File: config.mk
export PLATFORM = sky130hd
export DESIGN_NAME = pass_through_cmd
export DESIGN_NICKNAME = d
export VERILOG_FILES = /design/src/common/pass_through_pkg.sv /design/src/common/bus_job_if.sv /design/src/pass_through_cmd.sv /design/src/bus_engine.sv
export SDC_FILE = /design/constraint.sdc
export NUM_CORES = 2
export LEC_CHECK = 0
export BUFFER_PORTS_ARGS = -buffer_cell sky130_fd_sc_hd__buf_4
export CORE_MARGIN = 5
export CORE_UTILIZATION = 60
export DETAILED_ROUTE_END_ITERATION = 10
export PLACE_DENSITY = 0.76
export REMOVE_ABC_BUFFERS = 1
export SYNTH_ARGS = -nofsm -noshare
export SYNTH_HDL_FRONTEND = slang
export SYNTH_HIERARCHICAL = 1
export SYNTH_SLANG_ARGS = --single-unit
File: constraint.sdc
create_clock -name clk -period 5.6 [get_ports clk]
set_clock_uncertainty 0.1 [all_clocks]
set_input_delay 0 -clock clk [delete_from_list [all_inputs] [get_ports clk]]
set_output_delay 0 -clock clk [all_outputs]
set_load 0.02 [all_outputs]
File: src/common/pass_through_pkg.sv
// constants and types for the pass-through command interpreter
// assumes a single 25 MHz clock domain
package pass_through_pkg;

  localparam logic [15:0] CMD_PASS_THROUGH  = 16'h000A;
  localparam logic [15:0] STATUS_PASS_RESULT = 16'h0005;
  localparam logic [7:0]  DONE_OK           = 8'h01;
  localparam logic [7:0]  DONE_I2C_FAIL     = 8'h02;
  localparam logic [7:0]  MAX_XFER_BYTES    = 8'hF4;

  // byte offsets inside the command packet
  localparam logic [7:0] OFS_CMD_LO   = 8'h00;
  localparam logic [7:0] OFS_CMD_HI   = 8'h01;
  localparam logic [7:0] OFS_LEN_LO   = 8'h02;
  localparam logic [7:0] OFS_LEN_HI   = 8'h03;
  localparam logic [7:0] OFS_MODE_LO  = 8'h04;
  localparam logic [7:0] OFS_MODE_HI  = 8'h05;
  localparam logic [7:0] OFS_RATE_LO  = 8'h06;
  localparam logic [7:0] OFS_RATE_HI  = 8'h07;
  localparam logic [7:0] OFS_FORMAT   = 8'h08;
  localparam logic [7:0] OFS_TARGET   = 8'h09;
  localparam logic [7:0] OFS_COUNT    = 8'h0A;
  localparam logic [7:0] OFS_REG      = 8'h0B;
  localparam logic [7:0] OFS_PAYLOAD  = 8'h0C;
  localparam logic [7:0] HEADER_BYTES = 8'h04;

  // mode word fields
  localparam int MODE_DIR     = 0;
  localparam int MODE_SINGLES = 1;
  localparam int MODE_DELAY   = 2;
  localparam int MODE_BUS_LO  = 3;
  localparam int MODE_THREE_W = 5;
  localparam int MODE_CPOL    = 6;
  localparam int MODE_CPHA    = 7;
  localparam int MODE_DLY_LO  = 8;
  localparam int MODE_CS_HIGH = 14;
  localparam int MODE_LOW_BIT = 15;
  localparam logic [5:0] DELAY_MIN_UNITS = 6'h04;

  // command-byte format fields
  localparam int FMT_SHIFT_LO = 0;
  localparam int FMT_READ_POL = 4;
  localparam int FMT_READ_POS = 5;

  // timing
  localparam int CLK_HZ        = 25_000_000;
  localparam int DELAY_UNIT_US = 50;
  localparam int DELAY_UNIT_CYC = (CLK_HZ / 1_000_000) * DELAY_UNIT_US;

  localparam int NUM_DIVISORS = 7;
  typedef logic [5:0] divisor_t;
  localparam divisor_t DIVISORS [NUM_DIVISORS] =
    '{6'h02, 6'h03, 6'h04, 6'h06, 6'h08, 6'h10, 6'h20};

  typedef enum logic [1:0] {BUS_DRIVER, BUS_ONE, BUS_TWO, BUS_THREE} bus_sel_t;

endpackage

File: src/common/bus_job_if.sv
// job request and answer between the interpreter and the bus engine
// assumes both ends share clk
interface bus_job_if;
  logic       start;
  logic       busy;
  logic       done;
  logic       fail;
  logic       is_i2c;
  logic       write;
  logic       singles;
  logic       gap_en;
  logic [5:0] gap_units;
  logic       three_wire;
  logic       cpol;
  logic       cpha;
  logic       cs_high;
  logic       low_bit_first;
  logic [5:0] divisor;
  logic [7:0] cmd_byte;
  logic [7:0] target;
  logic [7:0] count;
  logic [7:0] wr_data;
  logic       wr_take;
  logic [7:0] rd_data;
  logic       rd_valid;

  modport ctrl (output start, is_i2c, write, singles, gap_en, gap_units,
                three_wire, cpol, cpha, cs_high, low_bit_first, divisor,
                cmd_byte, target, count, wr_data,
                input busy, done, fail, wr_take, rd_data, rd_valid);
  modport engine (input start, is_i2c, write, singles, gap_en, gap_units,
                  three_wire, cpol, cpha, cs_high, low_bit_first, divisor,
                  cmd_byte, target, count, wr_data,
                  output busy, done, fail, wr_take, rd_data, rd_valid);
endinterface

File: src/pass_through_cmd.sv
// pass-through command interpreter: parses a host packet byte stream,
// runs a secondary bus transfer and streams back the result packet
// assumes a byte-wide host stream and an external bus phy per byte
//
// Overview of operation
// - bytes 0-1 hold command code 000A
// - bytes 2-3 count following bytes, padded
// - bytes 4-5 are the mode word
// - bytes 6-7 spi rate kHz, low first
// - i2c ignores requested rate, uses configured
// - spi clock divides oscillator, 2 to 32
// - unmatched rate picks next slower divisor
// - byte 8 format byte or sensor id
// - byte 9 i2c address or cs gpio
// - byte 10 transfer count, max 244
// - byte 11 starting register address
// - write payload from byte 12, writes only
// - bit0 direction, bit1 burst or singles
// - bit2 enables inter-byte delay
// - bits 3-4 select driver or bus
// - bit5 picks three-wire spi
// - bits 6-7 clock polarity and phase
// - bits 8-13 delay in 50 us units
// - bit14 chip select active level
// - bit15 shifts spi low bit first
// - result packet 0005, status one or two
// - i2c read: address, repeated start, read
// - command byte: shifted address plus read flag
module pass_through_cmd
  import pass_through_pkg::*;
#(
  parameter int OSC_KHZ = 20000
)(
  input  wire logic       clk,
  input  wire logic       rst_n,
  input  wire logic       in_valid,
  input  wire logic [7:0] in_byte,
  input  wire logic       in_first,
  output logic            in_ready,
  output logic            out_valid,
  output logic [7:0]      out_byte,
  output logic            out_last,
  input  wire logic       out_ready,
  input  wire logic [3:0] bus_is_i2c,
  input  wire logic       drv_is_i2c,
  input  wire logic       drv_three_wire,
  input  wire logic       drv_cpol,
  input  wire logic       drv_cpha,
  input  wire logic       drv_cs_high,
  input  wire logic       drv_low_bit_first,
  output logic            byte_req,
  output logic [7:0]      byte_out,
  output logic            byte_last,
  output logic            byte_restart,
  output logic [1:0]      bus_select,
  output logic            spi_three_wire,
  output logic            spi_cpol,
  output logic            spi_cpha,
  output logic            spi_cs_high,
  output logic            spi_low_bit_first,
  output logic [5:0]      spi_divisor,
  output logic [7:0]      sensor_id,
  output logic [7:0]      target,
  output logic            bad_command,
  input  wire logic       byte_ack,
  input  wire logic       byte_nack,
  input  wire logic [7:0] byte_in
);

  typedef enum {S_HEAD, S_PAYLOAD, S_SKIP, S_RUN, S_REPLY} top_state_t;
  top_state_t state;

  bus_job_if job ();

  logic [7:0]  pos;
  logic [15:0] cmd_code;
  logic [15:0] length;
  logic [15:0] mode;
  logic [15:0] rate_khz;
  logic [7:0]  fmt;
  logic [7:0]  count;
  logic [7:0]  reg_addr;
  logic [7:0]  wr_mem [MAX_XFER_BYTES];
  logic [7:0]  rd_mem [MAX_XFER_BYTES];
  logic [7:0]  wr_idx;
  logic [7:0]  rd_idx;
  logic [7:0]  wr_idx_rd;
  logic [7:0]  result;
  logic [7:0]  out_pos;
  logic [7:0]  reply_len;
  logic        is_i2c;
  logic [7:0]  cmd_byte;
  logic [5:0]  div_pick;
  bus_sel_t    bus;

  assign bus = bus_sel_t'(mode[MODE_BUS_LO +: 2]);
  assign is_i2c = (bus == BUS_DRIVER) ? drv_is_i2c : bus_is_i2c[bus];

  ////////////////////////////////////////////////////////////////////////
  // command byte and clock divisor
  always_comb
  begin
    logic [7:0] rd_bit;
    rd_bit   = 8'h01 << fmt[FMT_READ_POS +: 3];
    cmd_byte = reg_addr << fmt[FMT_SHIFT_LO +: 4];
    // read flag polarity comes from the format byte
    if (mode[MODE_DIR] ^ fmt[FMT_READ_POL])
      cmd_byte = cmd_byte | rd_bit;
    else
      cmd_byte = cmd_byte & ~rd_bit;
  end

  // slowest divisor is the fallback when nothing fits below the request
  always_comb
  begin
    div_pick = DIVISORS[NUM_DIVISORS - 1];
    for (int i = NUM_DIVISORS - 1; i >= 0; i--)
      if (32'(OSC_KHZ) / 32'(DIVISORS[i]) <= 32'(rate_khz))
        div_pick = DIVISORS[i];
  end

  ////////////////////////////////////////////////////////////////////////
  // packet parsing
  always_ff @(posedge clk)
  begin
    if (!rst_n)
    begin
      state       <= S_HEAD;
      pos         <= 8'h00;
      cmd_code    <= 16'h0000;
      length      <= 16'h0000;
      mode        <= 16'h0000;
      rate_khz    <= 16'h0000;
      fmt         <= 8'h00;
      count       <= 8'h00;
      reg_addr    <= 8'h00;
      target      <= 8'h00;
      bad_command <= 1'b0;
      in_ready    <= 1'b0;
      wr_idx      <= 8'h00;
      out_pos     <= 8'h00;
      out_valid   <= 1'b0;
      out_byte    <= 8'h00;
      out_last    <= 1'b0;
    end
    else
    begin
      in_ready <= (state == S_HEAD) || (state == S_PAYLOAD)
                  || (state == S_SKIP);
      case (state)
        S_HEAD:
        begin
          // a refused bare header flags for one cycle only
          bad_command <= 1'b0;
          if (in_valid && in_ready)
          begin
            pos <= in_first ? 8'h01 : pos + 8'h01;
            case (in_first ? OFS_CMD_LO : pos)
              OFS_CMD_LO:  cmd_code[7:0]  <= in_byte;
              OFS_CMD_HI:  cmd_code[15:8] <= in_byte;
              OFS_LEN_LO:  length[7:0]    <= in_byte;
              OFS_LEN_HI:  length[15:8]   <= in_byte;
              OFS_MODE_LO: mode[7:0]      <= in_byte;
              OFS_MODE_HI: mode[15:8]     <= in_byte;
              OFS_RATE_LO: rate_khz[7:0]  <= in_byte;
              OFS_RATE_HI: rate_khz[15:8] <= in_byte;
              OFS_FORMAT:  fmt            <= in_byte;
              OFS_TARGET:  target         <= in_byte;
              OFS_COUNT:   count          <= in_byte;
              OFS_REG:
              begin
                reg_addr <= in_byte;
                wr_idx   <= 8'h00;
                if (cmd_code != CMD_PASS_THROUGH
                    || count > MAX_XFER_BYTES)
                begin
                  bad_command <= 1'b1;
                  // a bare header leaves no filler to drop
                  state <= (length > 16'(OFS_PAYLOAD - HEADER_BYTES))
                           ? S_SKIP : S_HEAD;
                end
                else if (mode[MODE_DIR] && count != 8'h00)
                  state <= S_PAYLOAD;
                else
                  state <= (length > 16'(OFS_PAYLOAD - HEADER_BYTES))
                           ? S_SKIP : S_RUN;
              end
              default: ;
            endcase
          end
        end
        S_PAYLOAD:
          if (in_valid && in_ready)
          begin
            pos    <= pos + 8'h01;
            wr_idx <= wr_idx + 8'h01;
            if (wr_idx == count - 8'h01)
              state <= ((16'(pos) + 16'h0001) >= length + 16'(HEADER_BYTES))
                       ? S_RUN : S_SKIP;
          end
        S_SKIP:
          // filler bytes up to the length field are dropped
          if (in_valid && in_ready)
          begin
            pos <= pos + 8'h01;
            if ((16'(pos) + 16'h0001) >= length + 16'(HEADER_BYTES))
            begin
              state <= bad_command ? S_HEAD : S_RUN;
              bad_command <= 1'b0;
            end
          end
        S_RUN:
          if (job.done)
          begin
            state   <= S_REPLY;
            out_pos <= 8'h00;
          end
        S_REPLY:
          if (!out_valid || out_ready)
          begin
            out_valid <= 1'b1;
            out_last  <= (out_pos == reply_len - 8'h01);
            case (out_pos)
              8'h00: out_byte <= STATUS_PASS_RESULT[7:0];
              8'h01: out_byte <= STATUS_PASS_RESULT[15:8];
              8'h02: out_byte <= reply_len - HEADER_BYTES;
              8'h03: out_byte <= 8'h00;
              8'h04: out_byte <= result;
              8'h05: out_byte <= mode[7:0];
              8'h06: out_byte <= mode[15:8];
              8'h07: out_byte <= is_i2c ? 8'h00 : rate_khz[7:0];
              8'h08: out_byte <= is_i2c ? 8'h00 : rate_khz[15:8];
              8'h09: out_byte <= fmt;
              8'h0A: out_byte <= target;
              8'h0B: out_byte <= count;
              8'h0C: out_byte <= reg_addr;
              default: out_byte <= (!mode[MODE_DIR]
                                    && out_pos - 8'h0D < count)
                                   ? rd_mem[out_pos - 8'h0D] : 8'h00;
            endcase
            out_pos <= out_pos + 8'h01;
            if (out_pos == reply_len)
            begin
              out_valid <= 1'b0;
              out_last  <= 1'b0;
              state     <= S_HEAD;
            end
          end
        default: state <= S_HEAD;
      endcase
    end
  end

  // reply grows by read data and pads to a four-byte multiple
  always_comb
  begin
    logic [8:0] raw;
    raw = 9'h00D + (mode[MODE_DIR] ? 9'h000 : 9'(count));
    reply_len = 8'((raw + 9'h003) & 9'h1FC);
  end

  ////////////////////////////////////////////////////////////////////////
  // payload and read-data stores
  always_ff @(posedge clk)
  begin
    if (state == S_PAYLOAD && in_valid && in_ready)
      wr_mem[wr_idx] <= in_byte;
    if (job.rd_valid)
      rd_mem[rd_idx] <= job.rd_data;
  end

  always_ff @(posedge clk)
  begin
    if (!rst_n)
      rd_idx <= 8'h00;
    else if (job.start)
      rd_idx <= 8'h00;
    else if (job.rd_valid)
      rd_idx <= rd_idx + 8'h01;
  end

  ////////////////////////////////////////////////////////////////////////
  // job launch and bus configuration
  always_ff @(posedge clk)
  begin
    if (!rst_n)
    begin
      job.start         <= 1'b0;
      result            <= DONE_OK;
      bus_select        <= 2'h0;
      spi_three_wire    <= 1'b0;
      spi_cpol          <= 1'b0;
      spi_cpha          <= 1'b0;
      spi_cs_high       <= 1'b0;
      spi_low_bit_first <= 1'b0;
      spi_divisor       <= DIVISORS[0];
      sensor_id         <= 8'h00;
    end
    else
    begin
      job.start <= 1'b0;
      // result holds FF from launch to done: one job per packet
      if (state == S_RUN && !job.busy && !job.done && !job.start
          && result != 8'hFF)
      begin
        job.start  <= 1'b1;
        result     <= 8'hFF;
        bus_select <= mode[MODE_BUS_LO +: 2];
        if (bus == BUS_DRIVER)
        begin
          // spi details come from the built-in driver
          spi_three_wire    <= drv_three_wire;
          spi_cpol          <= drv_cpol;
          spi_cpha          <= drv_cpha;
          spi_cs_high       <= drv_cs_high;
          spi_low_bit_first <= drv_low_bit_first;
          sensor_id         <= fmt;
        end
        else
        begin
          spi_three_wire    <= mode[MODE_THREE_W];
          spi_cpol          <= mode[MODE_CPOL];
          spi_cpha          <= mode[MODE_CPHA];
          spi_cs_high       <= mode[MODE_CS_HIGH];
          spi_low_bit_first <= mode[MODE_LOW_BIT];
        end
        // i2c keeps its configured rate
        if (!is_i2c)
          spi_divisor <= div_pick;
      end
      if (job.done)
        result <= (is_i2c && job.fail) ? DONE_I2C_FAIL : DONE_OK;
      if (state == S_REPLY && out_pos == reply_len)
        result <= DONE_OK;
    end
  end

  assign job.is_i2c        = is_i2c;
  assign job.write         = mode[MODE_DIR];
  assign job.singles       = mode[MODE_SINGLES];
  assign job.gap_en        = mode[MODE_DELAY]
                             && mode[MODE_DLY_LO +: 6] >= DELAY_MIN_UNITS;
  assign job.gap_units     = mode[MODE_DLY_LO +: 6];
  assign job.three_wire    = spi_three_wire;
  assign job.cpol          = spi_cpol;
  assign job.cpha          = spi_cpha;
  assign job.cs_high       = spi_cs_high;
  assign job.low_bit_first = spi_low_bit_first;
  assign job.divisor       = spi_divisor;
  assign job.cmd_byte      = cmd_byte;
  assign job.target        = reg_addr;
  assign job.count         = count;
  assign job.wr_data       = wr_mem[wr_idx_rd];

  always_ff @(posedge clk)
  begin
    if (!rst_n || job.start)
      wr_idx_rd <= 8'h00;
    else if (job.wr_take)
      wr_idx_rd <= wr_idx_rd + 8'h01;
  end

  bus_engine u_engine (
    .clk          (clk),
    .rst_n        (rst_n),
    .job          (job.engine),
    .byte_req     (byte_req),
    .byte_out     (byte_out),
    .byte_last    (byte_last),
    .byte_restart (byte_restart),
    .byte_ack     (byte_ack),
    .byte_nack    (byte_nack),
    .byte_in      (byte_in)
  );

endmodule // pass_through_cmd

File: src/bus_engine.sv
// byte sequencer for one pass-through job on a secondary bus
// assumes the interpreter holds job fields stable while busy
module bus_engine
  import pass_through_pkg::*;
(
  input  wire logic clk,
  input  wire logic rst_n,
  bus_job_if.engine job,
  output logic      byte_req,
  output logic [7:0] byte_out,
  output logic      byte_last,
  output logic      byte_restart,
  input  wire logic byte_ack,
  input  wire logic byte_nack,
  input  wire logic [7:0] byte_in
);

  typedef enum {E_IDLE, E_ADDR, E_WAIT_ADDR, E_DATA, E_WAIT_DATA,
                E_GAP} eng_state_t;
  eng_state_t state;
  logic [7:0]  left;
  logic [16:0] gap_cnt; // longest gap of 63 units needs 17 bits
  logic        failed;

  ////////////////////////////////////////////////////////////////////////
  always_ff @(posedge clk)
  begin
    if (!rst_n)
    begin
      state        <= E_IDLE;
      left         <= 8'h00;
      gap_cnt      <= 17'h00000;
      failed       <= 1'b0;
      byte_req     <= 1'b0;
      byte_out     <= 8'h00;
      byte_last    <= 1'b0;
      byte_restart <= 1'b0;
      job.busy     <= 1'b0;
      job.done     <= 1'b0;
      job.fail     <= 1'b0;
      job.wr_take  <= 1'b0;
      job.rd_data  <= 8'h00;
      job.rd_valid <= 1'b0;
    end
    else
    begin
      job.done     <= 1'b0;
      job.wr_take  <= 1'b0;
      job.rd_valid <= 1'b0;
      byte_req     <= 1'b0;
      case (state)
        E_IDLE:
          if (job.start)
          begin
            job.busy <= 1'b1;
            failed   <= 1'b0;
            left     <= job.count;
            // register address or formatted command byte goes first
            byte_out     <= job.is_i2c ? job.target : job.cmd_byte;
            byte_req     <= 1'b1;
            byte_restart <= 1'b0;
            byte_last    <= (job.count == 8'h00);
            state        <= E_WAIT_ADDR;
          end
        E_WAIT_ADDR:
          if (byte_ack || byte_nack)
          begin
            failed <= failed | byte_nack;
            state  <= (left == 8'h00) ? E_IDLE : E_DATA;
            if (left == 8'h00)
            begin
              job.busy <= 1'b0;
              job.done <= 1'b1;
              job.fail <= failed | byte_nack;
            end
          end
        E_DATA:
        begin
          byte_out <= job.write ? job.wr_data : 8'h00;
          job.wr_take <= job.write;
          // i2c reads turn round with a repeated start
          byte_restart <= !job.write && job.is_i2c && (left == job.count);
          byte_last <= (left == 8'h01) || job.singles;
          byte_req  <= 1'b1;
          state     <= E_WAIT_DATA;
        end
        E_WAIT_DATA:
          if (byte_ack || byte_nack)
          begin
            failed <= failed | byte_nack;
            if (!job.write)
            begin
              job.rd_data  <= byte_in;
              job.rd_valid <= 1'b1;
            end
            left    <= left - 8'h01;
            gap_cnt <= 17'(job.gap_units) * 17'(DELAY_UNIT_CYC);
            if (left == 8'h01)
            begin
              state    <= E_IDLE;
              job.busy <= 1'b0;
              job.done <= 1'b1;
              job.fail <= failed | byte_nack;
            end
            else
              state <= job.gap_en ? E_GAP : E_DATA;
          end
        E_GAP:
          if (gap_cnt <= 17'h00001)
            state <= E_DATA;
          else
            gap_cnt <= gap_cnt - 17'h00001;
        default: state <= E_IDLE;
      endcase
    end
  end

endmodule // bus_engine

==> impl_metrics.toml <==
[run_status]
outcome = "finished clean"

[global_routing]
gr-usage-all-layers = 0.2891
grt_pass1_wl_um = 601600
grt_pass1_vias = 85230
grt-ovfl-total = 0
grt_max_degree = 246
antenna_found_initial = 16

[detailed_routing]
first_pass_iters = 9
drt_iter0_drc = 12840
postRouteAntennaNets = 0
wl_per_cell_um = 33.43
drc = 0
vias = 85060
via_per_inst = 6.893
finalWirelength_um = 412600

[synth]
yosys.area_share.simple = 0.03803
synth_compound_area_frac = 0.02000
ys_top_cells_by_area = "edfxtp_1 71%, mux4_2 16%, dfxtp_1 2.9%"
synth_seq_area_share = 0.7426
synth_xor_area_frac = 0.004464
synth_flop_cell = "edfxtp_1"
synth.area.mux_share = 0.1746
syn-cell-area_um2 = 164200
ys_warn_count = 6
synth-async-reset-ratio = 0
yosysMostFrequentCell = "edfxtp_1"
synthCells = 8160
synth_commonest_cells = "3904 x edfxtp_1, 1192 x mux4_2, 753 x nor2_1"
synth_top_area_share = 0.7137
postSynthAreaPerCell_um2 = 20.13
synth_fa_ha_area_frac = 0.005805
synth_top_family_by_area = "multiplexers"
synth_cell_types = 86
yosys_register_bits = 4141
yosysTopAreaCell = "edfxtp_1"
synth_edf_count = 3904

[worst_setup_path]
critPathKind = "flop to flop"
r2r_cells = 11
worstSetupEndpointType = "flop"
r2r_setup_slack_ns = 0.89
cp.required_ns = 6.34
reg2reg_to = "out_byte[3]$_SDFFE_PN0P_"
r2r_start = "out_pos[3]$_SDFFE_PN0P_"
cp-start-kind = "flop"
worstPathMaxFanout = 23
arrival_ns = 5.45

[clock_tree]
clk_path_buf_depth = 4
clock_latency_ns = 0.96
h-tree-depth = 5
cts-root-buf = "clkbuf_16"
clk_pin_slew_worst_paths_ns = 0.07
cts_buffers = 400
cts_sinks = 4141
cts_tree = "yes"
cts-resized-gates = 0

[worst_hold_path]
holdPathEnd = "wr_mem[178][2]$_DFFE_PP_"
worstHoldPathType = "primary input to flop"
hp-start = "in_byte[2]"
whs_path_depth = 2

[sta]
rsz0062_at_grt = "false"
hold_violations = 0
slew_headroom = 0.08732
tightest_slew_ns = 1.355
clock.fmax_mhz = 212.4
fin_crit_sh = 0.8409
tns_ns = 0
layout_min_cycle_time_ns = 4.709
finalMaxSlewViolations = 0
setup_violations = 0

[placement]
place.gp.congestion = 0.9166
place_inst = 11530
port_buffers = 83
placed_area_um2 = 169400
hpwlAfterDp_um = 237400

[final_layout]
layout.nets = 8509
drive_gt1_frac = 0.2390
syn_to_final_growth_pct = 11.47
postLayoutCellArea_um2 = 183100
fin_cells = 12340
fin_util = 0.6703

[flow_run]
drv_cap = 0

[floorplanning]
die_y_um = 533.2
start_util = 0.6013
core_um2 = 273100
die_w_um = 533.2
dieArea_um2 = 284300
io_pins = 85
num_rows = 192

[power]
p_leak_uw = 0.05644
ir_drop_mv = 0.4377
power.density_nw_per_um2 = 343.5
finalPower_uw = 62880
==> registers in the layout, indices dropped and copies added (netlist names), 8 cells and up, named ones only <==
name	count
cmd_code	16
count	8
fmt	8
job.target	8
length	16
mode	16
out_byte	8
out_pos	8
pos	8
rate_khz	16
rd_idx	8
rd_mem	1952
sensor_id	8
target	8
u_engine/byte_out	8
u_engine/gap_cnt	17
u_engine/job.rd_data	8
u_engine/left	8
wr_idx	8
wr_idx_rd	8
wr_mem	1952
==> per-layer routing <==
layer	share of wire	GRT usage	up-vias
li1	-	-	33980
met1	0.36	0.4057	44230
met2	0.49	0.4599	5877
met3	0.11	0.05663	964
met4	0.044	0.1096	8
met5	0.00036	0.002665	-
==> critical path, stage by stage (launching register included) <==
cell and delay (ns):
dfxtp_1 0.84, o211a_1 0.41, o21a_1 0.21, nor2_2 0.05, buf_4 0.23, inv_1 0.62, ha_1 0.40, nand4_1 0.13
o211ai_1 0.16, nor4_1 0.80, a211oi_1 0.33, o21ai_0 0.32
==> per-stage QoR <==
stage	setup slack [ns]	hold slack, ns
final	0.8911	0.1265
after global routing	0.8249	0.1416
after CTS	1.019	0.03828
after detailed placement	1.111	0.1479
after global placement	1.205	0.1477
after floorplan	-28.87	-0.01113
==> area by class of cell <==
class / instances / area (um2)
Antenna cell: 13 / 32.53
Sequential cell: 4141 / 122000
Multi-Input combinational cell: 3479 / 40010
Timing Repair Buffer: 319 / 3201
Fill cell: 16430 / 90050
Clock inverter: 231 / 2536
Clock buffer: 505 / 10540
Tap cell: 3589 / 4491
Inverter: 63 / 249.0
==> worst max path at each step <==
stage | to | from
2_1_floorplan | out_byte[1]$_SDFFE_PN0P_ | out_pos[0]$_SDFFE_PN0P_
4_1_cts | out_byte[5]$_SDFFE_PN0P_ | out_pos[0]$_SDFFE_PN0P_
6_report | out_byte[3]$_SDFFE_PN0P_ | out_pos[3]$_SDFFE_PN0P_
3_3_place_gp | out_byte[5]$_SDFFE_PN0P_ | out_pos[0]$_SDFFE_PN0P_
3_5_place_dp | out_byte[5]$_SDFFE_PN0P_ | out_pos[0]$_SDFFE_PN0P_
5_1_grt | out_byte[3]$_SDFFE_PN0P_ | out_pos[0]$_SDFFE_PN0P_
==> placed cells by master, fill, tap and decap left out, types with 23 or more instances in the layout <==
cell type	n
nor2_1	750
clkbuf_1	95
edfxtp_1	3904
inv_1	57
bufinv_16	36
a211oi_1	25
nand3_1	95
ha_1	64
a21oi_1	129
buf_4	201
clkbuf_16	403
clkinv_2	62
nand2_1	334
a22oi_1	31
xor2_1	44
dlygate4sd3_1	62
a31oi_1	40
buf_12	48
and2_1	23
o21ai_0	95
mux2i_1	169
nand4_1	34
dfxtp_1	223
nor4_1	23
clkinv_1	76
mux4_2	1192
xnor2_1	35
nor3_1	41
and3_1	28
==> what timing repair did <==
action	4_1_cts	5_1_grt
endpoints found under the hold margin	1291	0
hold buffers	62	0
buffers inserted	0	0
==> report_power, final <==
group,switching (uW),internal [uW]
clock network,11700,15100
logic,1110,242
registers,267,34400
total,13100,49800
==> cells by family after synthesis <==
| family | Yosys count |
|---|---|
| AOI/OAI and AO/OA | 504 |
| xor gates and xnor gates | 82 |
| adders and majority gates | 72 |
| buffers and inverters | 540 |
| DFF | 4141 |
| muxes | 1373 |
| and+or+nand+nor | 1448 |
Power figures use the tool's default switching activity.
